<file path="src/verilog/clock_config_pkg.sv">
// Constants and carriers for the start-up configuration and reference selection block
// Behaviour
// Latch the bootstrap pin level once at power-on; it fixes the dual-pin roles.
// Bootstrap high: the two dual pins are configuration select inputs.
// Bootstrap low or floating: the dual pins act as I2C data and clock.
// After sampling, the bootstrap pin drives the reference clock output.
// Bootstrap high loads configuration 0..3 from selects; low loads defaults or configuration 0.
// Host ties selects high or low at power-up; a floating select reads low.
// Select changes count only after 10 ms, bootstrap high and stored flag 0.
// Host changes only one select input at a time.
// After a select change, a load of 1 ms runs undisturbed.
// Bootstrap low: selects are ignored; only I2C register writes change the configuration.
// Manual mode: source bit XOR select pin 0 picks crystal, 1 picks differential.
// Primary source bit sits at bit 1 of input_source_config.
// Spread spectrum is applied through the fractional output dividers.
// Switchover-mode upper bit 0 means manual switchover mode.
// Reference changes switch without output glitches.
// The power-on load finishes before I2C or select changes are acted on.
`default_nettype none
package clock_config_pkg;
    // ********************************
    // Timing
    // ********************************
    localparam int CLK_HZ = 25_000_000;
    localparam int SETTLE_MS = 10;
    localparam int LOAD_MS = 1;
    localparam int SETTLE_CYCLES = CLK_HZ / 1000 * SETTLE_MS;
    localparam int LOAD_CYCLES = CLK_HZ / 1000 * LOAD_MS;
    localparam int BOOT_SAMPLE_CYCLES = 16;
    // ********************************
    // Register map
    // ********************************
    localparam logic [7:0] INPUT_SOURCE_CONFIG_ADDR = 8'h13;
    localparam int PRIMARY_SOURCE_POS = 1;
    localparam int MODE_HI_POS = 3;
    localparam logic [7:0] INPUT_SOURCE_CONFIG_RESET = 8'h00;
    // ********************************
    // Configuration codes
    // ********************************
    localparam logic [2:0] CFG_I2C_DEFAULTS = 3'h4;
    // Register write from the I2C slave
    typedef struct packed {
        logic valid;
        logic [7:0] addr;
        logic [7:0] data;
    } reg_write_s;
    // Configuration load request towards the register bank
    typedef struct packed {
        logic start;
        logic [2:0] config_id;
    } load_req_s;
    // Load sequencer states
    typedef enum logic [2:0] {
        ST_SAMPLE = 3'b000,
        ST_BOOT_LOAD = 3'b001,
        ST_SETTLE = 3'b011,
        ST_RUN = 3'b010,
        ST_RELOAD = 3'b110
    } load_state_e;
endpackage
`default_nettype wire

</file>
<file path="src/verilog/clock_config_select.sv">
// Start-up configuration selection and reference-source selection
`timescale 1ns/1ps
`default_nettype none
module clock_config_select #(
    parameter int SETTLE_CYCLES = clock_config_pkg::SETTLE_CYCLES,
    parameter int LOAD_CYCLES = clock_config_pkg::LOAD_CYCLES
) (
    input wire logic sys_clk,
    input wire logic resetn,
    input wire logic bootstrap_refout_in,
    output logic bootstrap_refout_out,
    output logic bootstrap_refout_oe_n,
    input wire logic ref_clk_en,
    input wire logic dual_pin_hi_in,
    input wire logic dual_pin_lo_in,
    output logic i2c_enable,
    output logic i2c_sda_in,
    output logic i2c_scl_in,
    input wire clock_config_pkg::reg_write_s reg_write,
    output logic [7:0] input_source_config,
    input wire logic stored_i2c_default_flag,
    input wire logic [1:0] switchover_mode_field,
    input wire logic input_select_pin,
    output clock_config_pkg::load_req_s load_req,
    input wire logic load_done,
    output logic load_busy,
    output logic [2:0] active_config,
    output logic select_differential,
    output logic spread_via_fod
);
    // ********************************
    // Parameter checks
    // ********************************
    if (SETTLE_CYCLES < 2 || LOAD_CYCLES < 2) begin : g_bad_count
        $error("clock_config_select: counts must be at least 2");
    end

    logic rst_meta;
    logic rst_n;
    logic [2:0] boot_sync;
    logic [2:0] hi_sync;
    logic [2:0] lo_sync;
    logic [2:0] csel_sync;
    logic bootstrap_high;
    logic sel_hi;
    logic sel_lo;
    logic csel;
    logic [31:0] timer;
    logic [1:0] last_sel;
    logic load_pending;
    clock_config_pkg::load_state_e state;
    clock_config_pkg::load_state_e next_state;

    // ********************************
    // Reset release
    // ********************************
    always_ff @(posedge sys_clk or negedge resetn) begin
        if (!resetn) begin
            rst_meta <= 1'b0;
            rst_n <= 1'b0;
        end else begin
            rst_meta <= 1'b1;
            rst_n <= rst_meta;
        end
    end

    // Three-stage synchronisers on pins; a change counts when stages 2 and 3 agree
    always_ff @(posedge sys_clk or negedge rst_n) begin
        if (!rst_n) begin
            boot_sync <= 3'h0;
            hi_sync <= 3'h0;
            lo_sync <= 3'h0;
            csel_sync <= 3'h0;
        end else begin
            boot_sync <= {boot_sync[1:0], bootstrap_refout_in};
            hi_sync <= {hi_sync[1:0], dual_pin_hi_in};
            lo_sync <= {lo_sync[1:0], dual_pin_lo_in};
            csel_sync <= {csel_sync[1:0], input_select_pin};
        end
    end

    // Filtered pin levels
    always_ff @(posedge sys_clk or negedge rst_n) begin
        if (!rst_n) begin
            sel_hi <= 1'b0;
            sel_lo <= 1'b0;
            csel <= 1'b0;
        end else begin
            if (hi_sync[1] == hi_sync[2]) begin
                sel_hi <= hi_sync[2];
            end
            if (lo_sync[1] == lo_sync[2]) begin
                sel_lo <= lo_sync[2];
            end
            if (csel_sync[1] == csel_sync[2]) begin
                csel <= csel_sync[2];
            end
        end
    end

    // ********************************
    // Load sequencer
    // ********************************
    always_comb begin
        next_state = state;
        unique case (state)
            clock_config_pkg::ST_SAMPLE: begin
                if (timer == 32'(clock_config_pkg::BOOT_SAMPLE_CYCLES)) begin
                    next_state = clock_config_pkg::ST_BOOT_LOAD;
                end
            end
            clock_config_pkg::ST_BOOT_LOAD: begin
                if (load_done) begin
                    next_state = clock_config_pkg::ST_SETTLE;
                end
            end
            clock_config_pkg::ST_SETTLE: begin
                if (timer >= 32'(SETTLE_CYCLES)) begin
                    next_state = clock_config_pkg::ST_RUN;
                end
            end
            clock_config_pkg::ST_RUN: begin
                if (bootstrap_high && !stored_i2c_default_flag && {sel_hi, sel_lo} != last_sel) begin
                    next_state = clock_config_pkg::ST_RELOAD;
                end
            end
            clock_config_pkg::ST_RELOAD: begin
                if (!load_pending && timer >= 32'(LOAD_CYCLES)) begin
                    next_state = clock_config_pkg::ST_RUN;
                end
            end
            default: next_state = clock_config_pkg::ST_SAMPLE;
        endcase
    end

    always_ff @(posedge sys_clk or negedge rst_n) begin
        if (!rst_n) begin
            state <= clock_config_pkg::ST_SAMPLE;
        end else begin
            state <= next_state;
        end
    end

    // Cycle timer restarted on every state change
    always_ff @(posedge sys_clk or negedge rst_n) begin
        if (!rst_n) begin
            timer <= 32'h0;
        end else if (next_state != state) begin
            timer <= 32'h0;
        end else if (timer != 32'hffffffff) begin
            timer <= timer + 32'h1;
        end
    end

    // Bootstrap level caught once at the end of sampling
    always_ff @(posedge sys_clk or negedge rst_n) begin
        if (!rst_n) begin
            bootstrap_high <= 1'b0;
        end else if (state == clock_config_pkg::ST_SAMPLE && next_state == clock_config_pkg::ST_BOOT_LOAD) begin
            bootstrap_high <= boot_sync[2] & boot_sync[1];
        end
    end

    // Load requests and selected configuration
    always_ff @(posedge sys_clk or negedge rst_n) begin
        if (!rst_n) begin
            load_req <= '0;
            active_config <= 3'h0;
            last_sel <= 2'h0;
            load_pending <= 1'b0;
        end else begin
            load_req.start <= 1'b0;
            if (load_done) begin
                load_pending <= 1'b0;
            end
            if (state == clock_config_pkg::ST_SAMPLE && next_state == clock_config_pkg::ST_BOOT_LOAD) begin
                load_req.start <= 1'b1;
                load_pending <= 1'b1;
                last_sel <= {sel_hi, sel_lo};
                if (boot_sync[2] & boot_sync[1]) begin
                    load_req.config_id <= {1'b0, sel_hi, sel_lo};
                    active_config <= {1'b0, sel_hi, sel_lo};
                end else if (stored_i2c_default_flag) begin
                    load_req.config_id <= clock_config_pkg::CFG_I2C_DEFAULTS;
                    active_config <= clock_config_pkg::CFG_I2C_DEFAULTS;
                end else begin
                    load_req.config_id <= 3'h0;
                    active_config <= 3'h0;
                end
            end else if (state == clock_config_pkg::ST_RUN && next_state == clock_config_pkg::ST_RELOAD) begin
                load_req.start <= 1'b1;
                load_pending <= 1'b1;
                load_req.config_id <= {1'b0, sel_hi, sel_lo};
                active_config <= {1'b0, sel_hi, sel_lo};
                last_sel <= {sel_hi, sel_lo};
            end
        end
    end

    assign load_busy = (state == clock_config_pkg::ST_BOOT_LOAD) || (state == clock_config_pkg::ST_RELOAD);

    // ********************************
    // Pin roles
    // ********************************
    // I2C is served only once the power-on load has finished
    always_ff @(posedge sys_clk or negedge rst_n) begin
        if (!rst_n) begin
            i2c_enable <= 1'b0;
        end else begin
            i2c_enable <= !bootstrap_high && state != clock_config_pkg::ST_SAMPLE
                          && state != clock_config_pkg::ST_BOOT_LOAD;
        end
    end

    // Dual pins passed to the I2C slave only in I2C role; idle high otherwise
    always_ff @(posedge sys_clk or negedge rst_n) begin
        if (!rst_n) begin
            i2c_sda_in <= 1'b1;
            i2c_scl_in <= 1'b1;
        end else if (i2c_enable) begin
            i2c_sda_in <= hi_sync[2];
            i2c_scl_in <= lo_sync[2];
        end else begin
            i2c_sda_in <= 1'b1;
            i2c_scl_in <= 1'b1;
        end
    end

    // Bootstrap pin turns into the reference output after sampling
    always_ff @(posedge sys_clk or negedge rst_n) begin
        if (!rst_n) begin
            bootstrap_refout_oe_n <= 1'b1;
            bootstrap_refout_out <= 1'b0;
        end else begin
            bootstrap_refout_oe_n <= (state == clock_config_pkg::ST_SAMPLE);
            bootstrap_refout_out <= (state != clock_config_pkg::ST_SAMPLE) & ref_clk_en;
        end
    end

    // ********************************
    // Input source register and reference selection
    // ********************************
    always_ff @(posedge sys_clk or negedge rst_n) begin
        if (!rst_n) begin
            input_source_config <= clock_config_pkg::INPUT_SOURCE_CONFIG_RESET;
        end else if (i2c_enable && reg_write.valid
                     && reg_write.addr == clock_config_pkg::INPUT_SOURCE_CONFIG_ADDR) begin
            input_source_config <= reg_write.data;
        end
    end

    // Selection changes only when the new choice is stable; the mux itself is glitch-free downstream
    always_ff @(posedge sys_clk or negedge rst_n) begin
        if (!rst_n) begin
            select_differential <= 1'b0;
        end else if (!switchover_mode_field[1]) begin
            select_differential <= input_source_config[clock_config_pkg::PRIMARY_SOURCE_POS] ^ csel;
        end
    end

    // Spread is always produced by the fractional dividers
    assign spread_via_fod = 1'b1;

endmodule // clock_config_select
`default_nettype wire

</file>
<file path="config.mk">
export PLATFORM = sky130hd
export DESIGN_NAME = clock_config_select
export DESIGN_NICKNAME = d
export VERILOG_FILES = /design/src/verilog/clock_config_pkg.sv /design/src/verilog/clock_config_select.sv
export SDC_FILE = /design/constraint.sdc
export NUM_CORES = 1
export LEC_CHECK = 0
export BUFFER_PORTS_ARGS = -buffer_cell sky130_fd_sc_hd__buf_2
export CAP_MARGIN = 10
export CORE_MARGIN = 2
export CORE_UTILIZATION = 35
export CTS_BUF_LIST = sky130_fd_sc_hd__clkbuf_4
export CTS_CLUSTER_DIAMETER = 100
export DETAILED_ROUTE_END_ITERATION = 7
export PLACE_DENSITY_LB_ADDON = 0.1
export SYNTH_ARGS = -nofsm -noshare
export SYNTH_HDL_FRONTEND = slang
export SYNTH_SLANG_ARGS = --single-unit
export TNS_END_PERCENT = 1
</file>
<file path="constraint.sdc">
create_clock -name sys_clk -period 2.65 [get_ports sys_clk]
set_input_delay 0.265 -clock sys_clk [delete_from_list [all_inputs] [get_ports sys_clk]]
set_output_delay 0.265 -clock sys_clk [all_outputs]
set_load 0.03 [all_outputs]
</file>
# ---- Word level (Yosys, flattened, before mapping)
# Cells that the tools add are included.
dict set report word_totals {
  ff_bits 77
  in_bits 28
  word_cells 84
}
dict set report op_classes {
  add_sub_neg 1
  order_cmp 2
  n_eq_ne 15
  mux 21
  bitwise 3
  n_reduce_logical 18
}
# cell count
set op_table {}
lappend op_table {{32-bit 2-to-1 mux} 2}
lappend op_table {{32-bit by 1-bit adder with 32-bit output, second input constant} 1}
lappend op_table {{32-bit by 5-bit equality test with 1-bit output, second input constant} 1}
lappend op_table {{32-bit by 15-bit >= comparator with 1-bit output, second input constant} 1}
lappend op_table {{32-bit by 18-bit >= comparator with 1-bit output, second input constant} 1}
lappend op_table {{32-bit != test, second input constant} 1}
lappend op_table {{3-bit 2-to-1 mux} 9}
lappend op_table {{3-bit case mux with 5 select lines} 1}
lappend op_table {{1-bit logical AND} 9}
lappend op_table {{8-bit by 5-bit equality test with 1-bit output, second input constant} 1}
lappend op_table {{4-bit 2-to-1 mux} 2}
lappend op_table {{3-bit by 1-bit equality test with 1-bit output, second input constant} 2}
lappend op_table {{3-bit by 2-bit equality test with 1-bit output, second input constant} 2}
lappend op_table {{3-bit equality test, second input constant} 2}
lappend op_table {{3-bit nonzero test} 2}
lappend op_table {{1-bit 2-to-1 mux} 5}
lappend op_table {{2-bit 2-to-1 mux} 2}
lappend op_table {{2-bit nonzero test} 2}
lappend op_table {{1-bit equality test} 3}
lappend op_table {{1-bit zero test} 3}
lappend op_table {{3-bit zero test} 1}
lappend op_table {{3-bit by 1-bit != test with 1-bit output, second input constant} 1}
lappend op_table {{3-bit != test} 1}
lappend op_table {{1-bit AND} 2}
lappend op_table {{other kinds (3)} 3}

# ---- Longest topological paths before layout
dict set report logic_depth {
  ltp_word 9
  mapped_depth 9
  mapped_depth_nobuf 7
}

# ---- Worst setup path before layout
# OpenSTA, ideal clock, no wires.
dict set report synth_path {
  kind {register to register}
  start {reg timer[18]}
  end {reg active_config[0]}
  t_arrival_ns 1.903
  required_time_ns 2.528
  slack_ns 0.624
  stages_incl_launch_ff 8
  synth_period_minus_slack_ns 2.026
  path_cell_list {dfrtp_1 nor4_1 nand4_1 or4_1 buf_2 and2_4 buf_6 o2bb2ai_1}
}
dict set report synth_via {
  elab_chain_cells 7
}
# item line_no
set synth_rtl {}
lappend synth_rtl {{start, declared} clock_config_select.sv:48} ;# logic [31:0] timer;
lappend synth_rtl {{start signal, assigned} clock_config_select.sv:151} ;# timer <= timer + 32'h1;
lappend synth_rtl {{32-bit by 15-bit >= comparator with 1-bit output} clock_config_select.sv:128} ;# if (!load_pending && timer >= 32'(LOAD_CYCLES)) begin
lappend synth_rtl {{1-bit logical AND} clock_config_select.sv:128}
lappend synth_rtl {{3-bit 2-to-1 mux} clock_config_select.sv:128}
lappend synth_rtl {{3-bit case mux with 5 select lines (*)} clock_config_select.sv:106} ;# unique case (state)
lappend synth_rtl {{3-bit by 1-bit equality test with 1-bit output / 3-bit equality test (equally long branches)} {clock_config_select.sv:176, clock_config_select.sv:190}}
lappend synth_rtl {{1-bit logical AND, on equally long branches} {clock_config_select.sv:176, clock_config_select.sv:190}}
lappend synth_rtl {{3-bit 2-to-1 mux / 2-bit nonzero test (equally long branches)} -}
lappend synth_rtl {{end signal, assigned} clock_config_select.sv:182} ;# active_config <= {1'b0, sel_hi, sel_lo};
lappend synth_rtl {{end signal, assigned} clock_config_select.sv:185} ;# active_config <= clock_config_pkg::CFG_I2C_DEFAULTS;
lappend synth_rtl {{end signal, assigned} clock_config_select.sv:194} ;# active_config <= {1'b0, sel_hi, sel_lo};
lappend synth_rtl {{end, declared} clock_config_select.sv:27} ;# output logic [2:0] active_config,
# Every way passes the cells marked *; elsewhere a longest branch is shown, timed or not.
# A chain may end at the register's enable or synchronous reset.

# ---- Worst setup path in the final report
dict set report layout_path {
  start {reg timer[29]}
  end {reg load_req[1] (netlist bit)}
}
dict set report layout_via {
  elab_chain_cells 7
}
# item line_no
set layout_rtl {}
lappend layout_rtl {{32-bit by 15-bit >= comparator with 1-bit output} clock_config_select.sv:128}
lappend layout_rtl {{1-bit logical AND} clock_config_select.sv:128}
lappend layout_rtl {{3-bit 2-to-1 mux} clock_config_select.sv:128}
lappend layout_rtl {{3-bit case mux with 5 select lines (*)} clock_config_select.sv:106}
lappend layout_rtl {{3-bit by 1-bit equality test with 1-bit output / 3-bit equality test (equally long branches)} {clock_config_select.sv:176, clock_config_select.sv:190}}
lappend layout_rtl {{1-bit logical AND, on equally long branches} {clock_config_select.sv:176, clock_config_select.sv:190}}
lappend layout_rtl {{4-bit 2-to-1 mux / 2-bit nonzero test (equally long branches)} -}
lappend layout_rtl {{end, declared} clock_config_select.sv:24} ;# output clock_config_pkg::load_req_s load_req,
# Marks and branches as above.

==> metrics <==
DRC Markers=0; most frequent cells in the layout=dfrtp_1, buf_2, nand2_1; Clock power frac=between 30% and 40%; CTS resizes=0; Pwr per Cell Area=a little under 600 nW/um^2; CTS sink cnt=76; synthesis-to-finish area growth=16.7%; Skew-Pair Late Insertion Delay=430 ps; r2r worst-path depth=5; total CTS buffers=9; CTS tree=done; Sw Share=29.7%; die area=11600 sq um; total number of vias=2938; GRT Total Usage=16.1%; R2R setup slack=270 ps; first-pass GRT wire length=14700 um; die extent in x=108 um; drt initial violations=125; hold-fix buffers at CTS=6; Post-DP Area=approximately 4200 sq um; Clock Tree Buf Depth=2; max-slew violation count=0; layout cells sized above 1=26.7%; Comb pwr share=14.0%; worst hold-check path type=input pin to flop; Post-Syn Area=3760 sq um; clock root buffer master=clkbuf_4; RSZ-0062 raised after global routing=no; Setup CP Type=flop to flop; vias in the first global route=about 2900; Post-synth EDFFs=0; Power Internal=approximately 1.8 mW; Critical Path Sink=load_req[1]$_DFFE_PN0P_; Slew headroom=34.9%; Required @ worst endpoint=3010 ps; cells after synthesis=345; max-cap viol count=0; I/O pin count=51; WL/cell=roughly 16 um; worst slew pin tran=roughly 1000 ps; CP Launch Point=timer[29]$_DFFE_PN0P_; worst clock skew=about 18 ps; Synthesis Warnings=0; initial antenna violation count=0; reg2reg end=load_req[1]$_DFFE_PN0P_; sequential area share after synthesis=roughly 51%; net load switching power=758 uW; Max Clk Rate=about 420 MHz; num rows=37; fraction of registers with async set/reset=100%; Initial Util=~36%; Pleak=1.90 nW; Finish-stage setup viols=0; crit share post-route=90.0%; register share of total power=53.5%; Worst setup SP type=flop; min cycle time layout=2380 ps; RePlAce Congestion=0.731; Worst-path clk slew=140 ps; HPWL Detailed=5760 um; total grt overflow=0; final wirelength=a little under 9000 um; nature of the critical path endpoint=flop; #FFs+latches synth=76; Pre-Repair DR Iteration Count=4; Mean Syn Cell Area=10.9 sq um; leading cell type in the layout, fill and taps excluded=dfrtp_1; CTS H-tree depth=3; CP max FO=9; Power, Total=about 2.5 mW; DR vias/cell=5.43; Post-layout nets=430; Crit Reg-Reg Startpoint=timer[29]$_DFFE_PN0P_; Max VDD drop=286 uV; Die Ht=108 um; cell area after layout=roughly 4400 sq um; Setup Buffers After CTS=0; post-route setup TNS=0 ps; antenna-violating nets left=0; antenna cells=0; CP Data Arrival Time=about 2800 ps; Core ar.=approximately 10000 sq um; Main synth FF type=dfrtp_1; unique cell type count in the Yosys netlist=just under 60; status=finished clean; Port Buffer Count=48; largest net degree at the start of global routing=75; Final Hold Vio Count=0
-- flip-flops by register name (all words and copies together), names as in the netlist, 2 cells and up --
signal / count
timer: 32
input_source_config: 8
load_req: 4
boot_sync: 3
csel_sync: 3
hi_sync: 3
lo_sync: 3
state: 3
active_config: 2
last_sel: 2
-- critical path, cell delays in order, from the launching register on --
cell and delay (ps):
dfrtp_1 450, nor4_1 330, nand4_1 320, or4_1 780
o21a_1 290, o2bb2ai_1 160
-- cell type report --
class	count	area, sq um
tap	136	170
fill	1041	5980
clock inverter	6	87.6
timing repair buffer	65	420
clock buffer	10	75.1
inverter	11	41.3
sequential	76	1910
multi-input combinational	237	1680
-- worst min path at each step --
stage	startpoint	to	cells after the start
3_5_place_dp	resetn	rst_meta$_DFF_PN0_	1
3_3_place_gp	resetn	rst_meta$_DFF_PN0_	1
5_1_grt	reg_write[6]	input_source_config[6]$_DFFE_PN0P_	2
6_report	ref_clk_en	bootstrap_refout_out$_DFF_PN0_	2
4_1_cts	load_done	load_pending$_DFFE_PN0P_	2
2_1_floorplan	resetn	rst_meta$_DFF_PN0_	0
-- kinds of logic (layout without fill, tap and decap cells) --
kind of cell | after synthesis | after routing | synth area share (%)
compound gates | 78 | 78 | 16.3
xor+xnor | 10 | 10 | 2.33
fa+ha+maj | 5 | 5 | 1.46
buf+inv | 33 | 92 | 4.76
flops | 76 | 76 | 50.7
mux | 10 | 10 | 2.93
other cells | 1 | 2 | 0.0997
simple gates | 132 | 132 | 21.4
-- stage by stage --
stage | utilization, % | instances | hold WS [ps] | setup slack [ps]
floorplan | - | 346 | -30.6 | 382
global placement | 40.2 | 519 | 50.9 | 284
detailed placement | 40.2 | 519 | 53.9 | 259
CTS | 42.3 | 541 | 19.1 | 240
global route | 42.3 | 541 | 18.3 | 74.9
finish | 42.3 | 541 | 54.9 | 266
-- Yosys cell counts, types with 2 or more instances --
| cell | instances | share of area (%) |
|---|---|---|
| dfrtp_1 | 73 | 49 |
| nand2_1 | 21 | 2.1 |
| nor3_1 | 17 | 2.3 |
| o21ai_0 | 16 | 2.1 |
| nand3_1 | 14 | 1.9 |
| or4_1 | 14 | 2.8 |
| a211oi_1 | 13 | 2.6 |
| nand4_1 | 13 | 2.2 |
| o31ai_1 | 13 | 2.6 |
| inv_1 | 11 | 1.1 |
| nor2_1 | 10 | 1.0 |
| or3_1 | 10 | 1.7 |
| buf_2 | 8 | 1.1 |
| mux2_2 | 8 | 2.4 |
| a211oi_2 | 7 | 2.3 |
| xnor2_1 | 7 | 1.6 |
| and4_1 | 6 | 1.4 |
| buf_4 | 6 | 1.2 |
| nor4_1 | 6 | 1.0 |
| a21oi_1 | 5 | 0.67 |
| clkbuf_1 | 5 | 0.50 |
| o2bb2ai_1 | 4 | 0.93 |
| a31oi_1 | 3 | 0.50 |
| and3_1 | 3 | 0.50 |
| buf_6 | 3 | 0.90 |
| dfstp_2 | 3 | 2.1 |
| maj3_1 | 3 | 0.80 |
| nand2b_1 | 3 | 0.50 |
| xor2_1 | 3 | 0.70 |
| a22oi_1 | 2 | 0.40 |
| a311oi_1 | 2 | 0.47 |
| ha_1 | 2 | 0.67 |
| mux2i_1 | 2 | 0.53 |
| nor2b_1 | 2 | 0.33 |
| o21ai_1 | 2 | 0.27 |
| o21ai_2 | 2 | 0.47 |
-- power groups by stage --
stage / combinational, mW / clock [mW] / sequential, mW
final: 0.358 / 0.828 / 1.36
after floorplan: 0.248 / 0 / 1.37
after detailed placement: 0.354 / 0 / 1.39
after CTS: 0.362 / 0.871 / 1.37
after global placement: 0.341 / 0 / 1.38
after global routing: 0.397 / 0.917 / 1.38
-- layer usage --
layer / global-route usage [%] / part of all wire [%]
met1: 21.1 / 48
met3: 4.00 / 2.4
met2: 26.1 / 48
met5: 0 / 0
met4: 5.59 / 1.3
Note: power is estimated with default switching activity, not from simulation.
